<file path="src/core/pin_out_pkg.sv">
// Constants shared by the pin output-level register and its bus port.
// Assumes a 32-bit classic Wishbone bus with byte addresses.
package pin_out_pkg;
  // Bus geometry
  localparam int DATA_W = 32;
  localparam int ADR_W = 8;
  localparam int SEL_W = 4;
  // Register map
  localparam logic [7:0] LEVEL_REG_OFS = 8'h00;
  // Field layout of the output-level register
  localparam int PIN_COUNT = 12;
  localparam int CS_LSB = 0;
  localparam int CS_MAX = 8;
  localparam int ENA_BIT = 8;
  localparam int SCLK_BIT = 9;
  localparam int MOSI_BIT = 10;
  localparam int MISO_BIT = 11;
  // Reset value of the writable levels
  localparam logic [11:0] LEVEL_RESET = 12'h000;
  // Bus port phases, Gray coded
  typedef enum logic [0:0] {
    PH_IDLE = 1'b0,
    PH_ACK = 1'b1
  } bus_phase_t;
endpackage

</file>
<file path="src/core/wb_reg_port.sv">
// Classic Wishbone slave front end: accepts one request and acks it one cycle later.
// Assumes the master holds cyc, stb and the request until it sees ack.
`timescale 1ns/1ns
module wb_reg_port #(
  parameter int ADR_W = 8
) (
  // Clock and reset
  input wire logic clk_i,
  input wire logic rst_i,
  // Wishbone request
  input wire logic wb_cyc_i,
  input wire logic wb_stb_i,
  input wire logic wb_we_i,
  input wire logic [ADR_W-1:0] wb_adr_i,
  input wire logic [ADR_W-1:0] reg_ofs_i,
  // Decoded strobes toward the register file
  output logic accept_o,
  output logic write_o,
  output logic hit_o,
  // Wishbone answer
  output logic wb_ack_o
);

  typedef struct packed {
    pin_out_pkg::bus_phase_t phase;
  } port_state_t;

  port_state_t cur;
  port_state_t next_cur;

  // Word aligned decode; the low two address bits are ignored, lanes come from wb_sel_i
  always_comb begin
    next_cur = cur;
    accept_o = 1'b0;
    unique case (cur.phase)
      pin_out_pkg::PH_IDLE: begin
        if (wb_cyc_i && wb_stb_i) begin
          accept_o = 1'b1;
          next_cur.phase = pin_out_pkg::PH_ACK;
        end
      end
      pin_out_pkg::PH_ACK: begin
        // Ack drops after one cycle so a held request is never taken twice
        next_cur.phase = pin_out_pkg::PH_IDLE;
      end
    endcase
    write_o = accept_o && wb_we_i;
    hit_o = (wb_adr_i[ADR_W-1:2] == reg_ofs_i[ADR_W-1:2]);
  end

  always_ff @(posedge clk_i) begin
    if (rst_i) begin
      cur <= '{phase: pin_out_pkg::PH_IDLE};
    end else begin
      cur <= next_cur;
    end
  end

  assign wb_ack_o = (cur.phase == pin_out_pkg::PH_ACK);

endmodule // wb_reg_port

</file>
<file path="src/core/spi_pin_gpio_output_data.sv">
// Output-level register for the serial port pins used as general-purpose outputs.
// Assumes mode, direction and bit-set strobes come from logic on clk_i.
//
// Overview of operation
// - Bits 31 to 12 read as zero and ignore writes.
// - Bit 11 holds the MISO level, driven only in general-purpose output mode.
// - Bit 10 holds the MOSI level, driven only in general-purpose output mode.
// - Bit 9 holds the serial clock level, driven only in general-purpose output mode.
// - Bit 8 holds the enable pin level, driven only in general-purpose output mode.
// - Bits 7 to 0 hold chip-select levels, each driven only in general-purpose output mode.
// - All writable level bits reset to zero and are readable and writable.
// - Reading a level bit returns the stored level, not the level on its pin.
// - A one in the companion set register sets the level bit; a zero leaves it.
`timescale 1ns/1ns
module spi_pin_gpio_output_data #(
  parameter int CS_COUNT = 8
) (
  // Clock and reset
  input wire logic clk_i,
  input wire logic rst_i,
  // Wishbone slave
  input wire logic wb_cyc_i,
  input wire logic wb_stb_i,
  input wire logic wb_we_i,
  input wire logic [pin_out_pkg::ADR_W-1:0] wb_adr_i,
  input wire logic [pin_out_pkg::SEL_W-1:0] wb_sel_i,
  input wire logic [pin_out_pkg::DATA_W-1:0] wb_dat_i,
  output logic [pin_out_pkg::DATA_W-1:0] wb_dat_o,
  output logic wb_ack_o,
  // Per-pin mode from the function and direction registers
  input wire logic [pin_out_pkg::PIN_COUNT-1:0] gpio_mode_i,
  input wire logic [pin_out_pkg::PIN_COUNT-1:0] gpio_dir_out_i,
  // Bit-set strobes from the companion set register, one cycle each
  input wire logic [pin_out_pkg::PIN_COUNT-1:0] level_set_i,
  // Serial core drive, used while a pin is in its serial function
  input wire logic [pin_out_pkg::PIN_COUNT-1:0] func_out_i,
  input wire logic [pin_out_pkg::PIN_COUNT-1:0] func_oe_i,
  // Level register contents toward the rest of the peripheral
  output logic [pin_out_pkg::PIN_COUNT-1:0] level_o,
  // MISO pin
  output logic miso_pin_o,
  output logic miso_pin_oe_o,
  // MOSI pin
  output logic mosi_pin_o,
  output logic mosi_pin_oe_o,
  // Serial clock pin
  output logic serial_clock_pin_o,
  output logic serial_clock_pin_oe_o,
  // Enable pin
  output logic slave_ready_pin_o,
  output logic slave_ready_pin_oe_o,
  // Chip-select pins
  output logic [CS_COUNT-1:0] chip_select_pin_o,
  output logic [CS_COUNT-1:0] chip_select_pin_oe_o
);

  localparam int PC = pin_out_pkg::PIN_COUNT;
  localparam int DW = pin_out_pkg::DATA_W;

  // Bits that exist on this build: the four control pins plus CS_COUNT selects
  function automatic logic [PC-1:0] implemented_mask(input int cs_count);
    logic [PC-1:0] m;
    m = '0;
    m[pin_out_pkg::ENA_BIT] = 1'b1;
    m[pin_out_pkg::SCLK_BIT] = 1'b1;
    m[pin_out_pkg::MOSI_BIT] = 1'b1;
    m[pin_out_pkg::MISO_BIT] = 1'b1;
    for (int i = 0; i < pin_out_pkg::CS_MAX; i++) begin
      if (i < cs_count) begin
        m[pin_out_pkg::CS_LSB + i] = 1'b1;
      end
    end
    return m;
  endfunction

  // Byte enables widened to the level field; lane 1 covers bits 11 to 8
  function automatic logic [PC-1:0] lane_mask(input logic [pin_out_pkg::SEL_W-1:0] sel);
    logic [PC-1:0] m;
    m = '0;
    for (int i = 0; i < PC; i++) begin
      m[i] = sel[i / 8];
    end
    return m;
  endfunction

  localparam logic [PC-1:0] IMPL = implemented_mask(CS_COUNT);

  typedef struct packed {
    logic [PC-1:0] level;
    logic [PC-1:0] pin_out;
    logic [PC-1:0] pin_oe;
    logic [DW-1:0] rd_data;
  } regs_t;

  regs_t cur;
  regs_t next_cur;

  logic accept;
  logic write;
  logic hit;

  wb_reg_port #(
    .ADR_W(pin_out_pkg::ADR_W)
  ) bus_port (
    .clk_i(clk_i),
    .rst_i(rst_i),
    .wb_cyc_i(wb_cyc_i),
    .wb_stb_i(wb_stb_i),
    .wb_we_i(wb_we_i),
    .wb_adr_i(wb_adr_i),
    .reg_ofs_i(pin_out_pkg::LEVEL_REG_OFS),
    .accept_o(accept),
    .write_o(write),
    .hit_o(hit),
    .wb_ack_o(wb_ack_o)
  );

  always_comb begin
    logic [PC-1:0] wmask;
    wmask = '0;
    next_cur = cur;
    // Unimplemented selects and bits 31 to 12 never store a write
    wmask = lane_mask(wb_sel_i) & IMPL;
    if (write && hit) begin
      next_cur.level = (cur.level & ~wmask) | (wb_dat_i[PC-1:0] & wmask);
    end
    // A set strobe in the cycle of a write wins over a written zero
    next_cur.level = next_cur.level | (level_set_i & IMPL);
    // Pins are computed from the next level so they move on the same edge
    for (int i = 0; i < PC; i++) begin
      if (gpio_mode_i[i] && gpio_dir_out_i[i]) begin
        next_cur.pin_out[i] = next_cur.level[i];
        next_cur.pin_oe[i] = IMPL[i];
      end else if (gpio_mode_i[i]) begin
        // General-purpose input: the level bit has no effect on the pin
        next_cur.pin_out[i] = 1'b0;
        next_cur.pin_oe[i] = 1'b0;
      end else begin
        next_cur.pin_out[i] = func_out_i[i] & IMPL[i];
        next_cur.pin_oe[i] = func_oe_i[i] & IMPL[i];
      end
    end
    // Read data is captured at acceptance and held while ack is up
    if (accept) begin
      next_cur.rd_data = '0;
      if (!wb_we_i && hit) begin
        next_cur.rd_data[PC-1:0] = cur.level;
      end
    end
  end

  always_ff @(posedge clk_i) begin
    if (rst_i) begin
      cur.level <= pin_out_pkg::LEVEL_RESET;
      cur.pin_out <= '0;
      cur.pin_oe <= '0;
      cur.rd_data <= '0;
    end else begin
      cur <= next_cur;
    end
  end

  // Every pin output is a flip-flop bit; no gate stands after it
  assign wb_dat_o = cur.rd_data;
  assign level_o = cur.level;
  assign miso_pin_o = cur.pin_out[pin_out_pkg::MISO_BIT];
  assign miso_pin_oe_o = cur.pin_oe[pin_out_pkg::MISO_BIT];
  assign mosi_pin_o = cur.pin_out[pin_out_pkg::MOSI_BIT];
  assign mosi_pin_oe_o = cur.pin_oe[pin_out_pkg::MOSI_BIT];
  assign serial_clock_pin_o = cur.pin_out[pin_out_pkg::SCLK_BIT];
  assign serial_clock_pin_oe_o = cur.pin_oe[pin_out_pkg::SCLK_BIT];
  assign slave_ready_pin_o = cur.pin_out[pin_out_pkg::ENA_BIT];
  assign slave_ready_pin_oe_o = cur.pin_oe[pin_out_pkg::ENA_BIT];

  // Only the selects that exist reach a port; the rest stay reserved
  generate
    for (genvar g = 0; g < CS_COUNT; g++) begin : g_cs
      assign chip_select_pin_o[g] = cur.pin_out[pin_out_pkg::CS_LSB + g];
      assign chip_select_pin_oe_o[g] = cur.pin_oe[pin_out_pkg::CS_LSB + g];
    end
  endgenerate

endmodule // spi_pin_gpio_output_data

</file>
<file path="config.mk">
export PLATFORM = sky130hd
export DESIGN_NAME = spi_pin_gpio_output_data
export DESIGN_NICKNAME = d
export VERILOG_FILES = /design/src/core/pin_out_pkg.sv /design/src/core/wb_reg_port.sv /design/src/core/spi_pin_gpio_output_data.sv
export SDC_FILE = /design/constraint.sdc
export NUM_CORES = 1
export LEC_CHECK = 0
export ABC_AREA = 1
export ABC_CLOCK_PERIOD_IN_PS = 2700
export CAP_MARGIN = 10
export CORE_UTILIZATION = 40
export CTS_CLUSTER_DIAMETER = 150
export DETAILED_ROUTE_END_ITERATION = 10
export DONT_BUFFER_PORTS = 1
export HOLD_SLACK_MARGIN = 0.05
export MAX_ROUTING_LAYER = met4
export SETUP_SLACK_MARGIN = 0.05
export SYNTH_ARGS = -nofsm -noshare
export SYNTH_HDL_FRONTEND = slang
export SYNTH_SLANG_ARGS = --single-unit
</file>
<file path="constraint.sdc">
create_clock -name clk_i -period 2.7 [get_ports clk_i]
set_clock_uncertainty 0.1 [all_clocks]
set_input_delay 0.405 -clock clk_i [delete_from_list [all_inputs] [get_ports clk_i]]
set_output_delay 0.405 -clock clk_i [all_outputs]
set_load 0.005 [all_outputs]
</file>
After elaboration in Yosys (flattened, before gate mapping)

Index checks and enable logic that the tools add are counted.

Flip-flop bits (word level): 49
Bits of input ports: 109
Output and inout port bits: 69
Word-level logic and storage cells: 82

Multiplexer cells: 53
Bitwise operators: 6
Reductions and logical operators: 18

Operator list:

| kind                               | number |
|---|---|
| 1-bit 2-to-1 mux                   | 50 |
| 12-bit AND                         | 2 |
| 12-bit 2-to-1 mux                  | 2 |
| 12-bit bitwise OR                  | 2 |
| 1-bit logical AND                  | 16 |
| 12-bit inverter                    | 1 |
| 6-bit logical NOT                  | 1 |
| 1-bit case mux with 2 select lines | 1 |
| 1-bit logical NOT                  | 1 |
| 1-bit inverter                     | 1 |

Logic depth before layout (Yosys ltp)

Word-level depth: 8
Gate-level depth with buffers: 8
Depth with buffers taken out: 8

Modules after synthesis

From an unflattened synthesis, not the netlist that was laid out.

Cell total of the unflattened synthesis: 326
Area, all modules: 2259.7 µm²

Modules (own cells, without submodules):

| module                   | times used | cells an instance | area an instance (µm²) | seq. area each (µm²) |
|---|---|---|---|---|
| spi_pin_gpio_output_data | 1          | 290               | 2099.5                 | 960.9 |
| wb_reg_port              | 1          | 36                | 160.2                  | 20.0 |

Worst setup path after synthesis

OpenSTA, ideal clock, no wires.

Kind: input-to-reg
Start: input wb_adr_i[3] (netlist name)
End: register cur (netlist bit chip_select_pin_o[0])
Data arrival time: 1.133 ns
Setup slack: 1.401 ns
Cell stages on the path: 8
Path through: nor2_2 > nand2_2 > nor2_4 > buf_6 > nand3_1 > nand3_2 > nand2_2 > a21oi_2

Longest elaborated chain between the ends: 5

RTL lines:

| what                 | RTL line                        | source |
|---|---|---|
| from (decl)          | spi_pin_gpio_output_data.sv:25  | `input wire logic [pin_out_pkg::ADR_W-1:0] wb_adr_i,` |
| 6-bit logical NOT    | wb_reg_port.sv:48               | `hit_o = (wb_adr_i[ADR_W-1:2] == reg_ofs_i[ADR_W-1:2]);` |
| 1-bit logical AND    | spi_pin_gpio_output_data.sv:124 | `if (write && hit) begin` |
| 12-bit 2-to-1 mux    | spi_pin_gpio_output_data.sv:124 |  |
| 12-bit bitwise OR    | spi_pin_gpio_output_data.sv:128 | `next_cur.level = next_cur.level \| (level_set_i & IMPL);` |
| 1-bit 2-to-1 mux     | spi_pin_gpio_output_data.sv:131 | `if (gpio_mode_i[i] && gpio_dir_out_i[i]) begin` |
| to (signal assigned) | spi_pin_gpio_output_data.sv:159 | `cur <= next_cur;` |
| to (decl)            | spi_pin_gpio_output_data.sv:95  | `regs_t cur;` |

No other way between the ends.
A chain may end at the register's enable or synchronous reset.

Final worst setup path

Start: register bus_port.cur, in the netlist bus_port.wb_ack_o
End: register cur (netlist bit chip_select_pin_o[6])

Longest elaborated chain between the ends: 6

RTL lines:

| what                   | RTL line                        | source |
|---|---|---|
| from (decl)            | wb_reg_port.sv:28               | `port_state_t cur;` |
| from (signal assigned) | wb_reg_port.sv:53               | `cur <= '{phase: pin_out_pkg::PH_IDLE};` |
| from (signal assigned) | wb_reg_port.sv:55               | `cur <= next_cur;` |
| 1-bit 2-to-1 mux       | wb_reg_port.sv:35               | `unique case (cur.phase)` |
| 1-bit logical AND      | wb_reg_port.sv:47               | `write_o = accept_o && wb_we_i;` |
| 1-bit logical AND      | spi_pin_gpio_output_data.sv:124 |  |
| 12-bit 2-to-1 mux      | spi_pin_gpio_output_data.sv:124 |  |
| 12-bit bitwise OR      | spi_pin_gpio_output_data.sv:128 |  |
| 1-bit 2-to-1 mux       | spi_pin_gpio_output_data.sv:131 |  |

No other way between the ends.

==> summary.md <==
| Metric | Value |
|---|---|
| Status | complete, no violations |
| Worst R2R End | chip_select_pin_o[6] |
| Crit path capture type | register |
| Cell family with most CP delay | simple AND/OR/NAND/NOR gates |
| Total inserted antenna cells | 0 |
| Syn. warnings | 0 |
| Total GRT Usage | 0.183 |
| RSZ-0062 raised after global routing | false |
| Peak Freq | 612 MHz |
| Initial DRC Count | 62 |
| Synth-to-layout area growth | 0.753% |
| GRT busiest layer | met2 |
| Total CTS buffers | 5 |
| Num rows | 27 |
| Wirelength per Cell | 13.9 um |
| Max Root-Sink Buffers | 2 |
| Sequential cell area | 981 um^2 |
| Hold WC Path Type | in2reg |
| Post-synthesis cell type count | 22 |
| WP data arrival | 1.72 ns |
| Worst-path clk slew | 0.09 ns |
| Pwr Density | 572 mW/mm^2 |
| Fill cell count | 618 |
| Worst EP required | 2.79 ns |
| Final wirelength | 5.34 mm |
| WHS Endpoint | chip_select_pin_oe_o[3] |
| Clk Latency, worst-skew pair | 0.29 ns |
| Sequential area share after synthesis | 0.422 |
| Antenna Nets Post-Route | 0 |
| Hold Startpoint | rst_i |
| Max-cap violations | 0 |
| Met2 Use GR | 0.289 |
| Chip height | 78.3 um |
| Core Area | 0.00554 mm^2 |
| M1 GR Usage | 0.229 |
| Initial Util | 0.420 |
| Largest net degree at the start of global routing | 35 |
| Final number of setup-violating endpoints | 0 |
| Post-CTS Setup Bufs | 0 |
| Syn Inst Count | 318 |
| R2r worst-path depth | 8 |
| CTS Sinks | 49 |
| Final Power | 1.34 mW |
| Critical path class | reg2reg |
| Syn Area/Cell | 7.32 um^2 |
| CTS tree | built |
| Cts repair resizes | 0 |
| Slowest stage delay, CP | 0.33 ns |
| DRC | 0 |
| Worst-margin pin slew | 0.617 ns |
| Initial antenna violation count | 0 |
| Setup_tns | 0 ns |
| Die area | 0.00613 mm^2 |
| Final min period | 1.63 ns |
| H-Tree Depth | 2 |
| Vias | 1860 |
| I/O pin cnt | 178 |
| Critical path cell sequence | inv_1, nand3_2, nor2_4, nand2_2, nand2_1, nand3_1, nand2_1, o21ai_2 |
| Hold path cells | 1 |
| Synthesized area | 0.00233 mm^2 |
| Fin. Hold Viols | 0 |
| Max Fanout on Critical Path | 13 |
| Fraction of layout cells with a size suffix above 1 | 0.105 |
| Met3 Usage GRT | 0.0512 |
| Reg-to-Reg Start | bus_port.wb_ack_o |
| Worst path bufs/invs | 1 |
| Multi-input gate area | 983 um^2 |
| Max VDD drop | 0.201 mV |
| PortBufs | 0 |
| Vias in the first global route | 1676 |
| GRT overflow | 0 |
| R2r setup slk | 1.07 ns |
| Vias per cell | 4.83 |
| Final net count | 423 |
| CP max-delay cell | dfxtp_1 |
| Kind of start point of the critical path | register |
| First-pass DRT Iterations | 4 |
| Final GP Congestion | 0.781 |
| Final max-slew violation count | 0 |
| CP Depth | 8 |
| First-pass GRT wire length | 8.34 mm |
| CTS root buf | clkbuf_8 |
| Seq cells post-synth | 49 |
| Die width | 78.3 um |
| Critical Path Most Common Cell | nand2_1 |
| Leak Pwr | 1.13 nW |
| Final period util | 0.605 |
| Worst slew margin | 0.588 |
| HPWL after DPL | 3.93 mm |
-- cell usage in the layout, fill, tap and decap left out --
cell / n
nand3_1: 33
dfxtp_1: 49
inv_2: 2
conb_1: 20
o21ai_0: 18
dlygate4sd3_1: 1
o21ai_2: 10
nand3_2: 3
o21bai_1: 2
nor2_1: 1
a21oi_2: 2
a21oi_1: 24
nor2_2: 4
nor2_4: 2
inv_1: 53
clkbuf_8: 5
o21ai_1: 6
clkinv_2: 1
nand4_1: 1
nand2_1: 72
nand2_2: 4
-- power breakdown --
part | switching, mW | internal (mW) | total (mW)
combinational | 0.0849 | 0.0476 | 0.133
clock | 0.229 | 0.171 | 0.400
sequential | 0.0375 | 0.770 | 0.808
total | 0.351 | 0.989 | 1.34
-- layer usage --
| layer | routed length (um) | vias to the layer above |
|---|---|---|
| met4 | 51 | 0 |
| met1 | 2380 | 819 |
| met2 | 2550 | 92 |
| li1 | - | 945 |
| met5 | 0 | - |
| met3 | 361 | 4 |
-- cells in the mapped netlist --
master / n / share of area
a21oi_1: 24 / 0.052
a21oi_2: 2 / 0.0075
buf_2: 2 / 0.0043
buf_4: 25 / 0.081
buf_6: 2 / 0.0097
clkbuf_1: 2 / 0.0032
conb_1: 1 / 0.0016
dfxtp_1: 49 / 0.42
inv_1: 53 / 0.085
inv_2: 2 / 0.0032
nand2_1: 72 / 0.12
nand2_2: 4 / 0.011
nand3_1: 33 / 0.071
nand3_2: 3 / 0.013
nand4_1: 1 / 0.0027
nor2_1: 1 / 0.0016
nor2_2: 4 / 0.011
nor2_4: 2 / 0.0097
o21ai_0: 18 / 0.039
o21ai_1: 6 / 0.013
o21ai_2: 10 / 0.038
o21bai_1: 2 / 0.0064
-- sequential cells by signal, summed over array words and instances, names as in the netlist, 8 cells and up --
name	cells
chip_select_pin_oe_o	8
chip_select_pin_o	8
wb_dat_o	12
level_o	12
-- repair_timing --
item | 4_1_cts | 5_1_grt
hold buffers | 0 | 1
endpoints found under the setup margin | 0 | 0
endpoints found under the hold margin | 0 | 6
-- how the worst max path moves through the flow --
stage | from | to
finish | bus_port.wb_ack_o | chip_select_pin_o[6]
global route | bus_port.wb_ack_o | level_o[9]
CTS | bus_port.wb_ack_o | chip_select_pin_o[6]
detailed placement | wb_adr_i[3] | chip_select_pin_o[6]
global placement | wb_adr_i[3] | chip_select_pin_o[6]
floorplan | wb_adr_i[3] | chip_select_pin_o[0]
-- stage by stage --
step | util | instance area (um^2) | cells | hold slack, ns | worst slack (ns)
floorplan | - | 2400 | 337 | 0.366 | 1.40
global placement | 0.408 | 2260 | 378 | 0.373 | 0.973
detailed placement | 0.408 | 2260 | 378 | 0.376 | 0.973
CTS | 0.421 | 2330 | 384 | 0.0550 | 1.06
global route | 0.423 | 2340 | 385 | 0.0513 | 0.950
finish | 0.423 | 2340 | 385 | 0.0746 | 1.07
-- area by class of cell --
cell class                      instances  area share
Clock buffer                            5      0.0293
Clock inverter                          1     0.00213
Inverter                               55      0.0880
Multi-Input combinational cell        202       0.419
Sequential cell                        49       0.418
Tap cell                               72      0.0384
Timing Repair Buffer                    1     0.00427
-- kinds of logic after synthesis --
| family | share of synthesized area |
|---|---|
| and+or+nand+nor | 0.235 |
| buffers and inverters | 0.187 |
| other | 0.00161 |
| AOI/OAI and AO/OA | 0.155 |
| DFF | 0.422 |
Power figures use the tool's default switching activity.
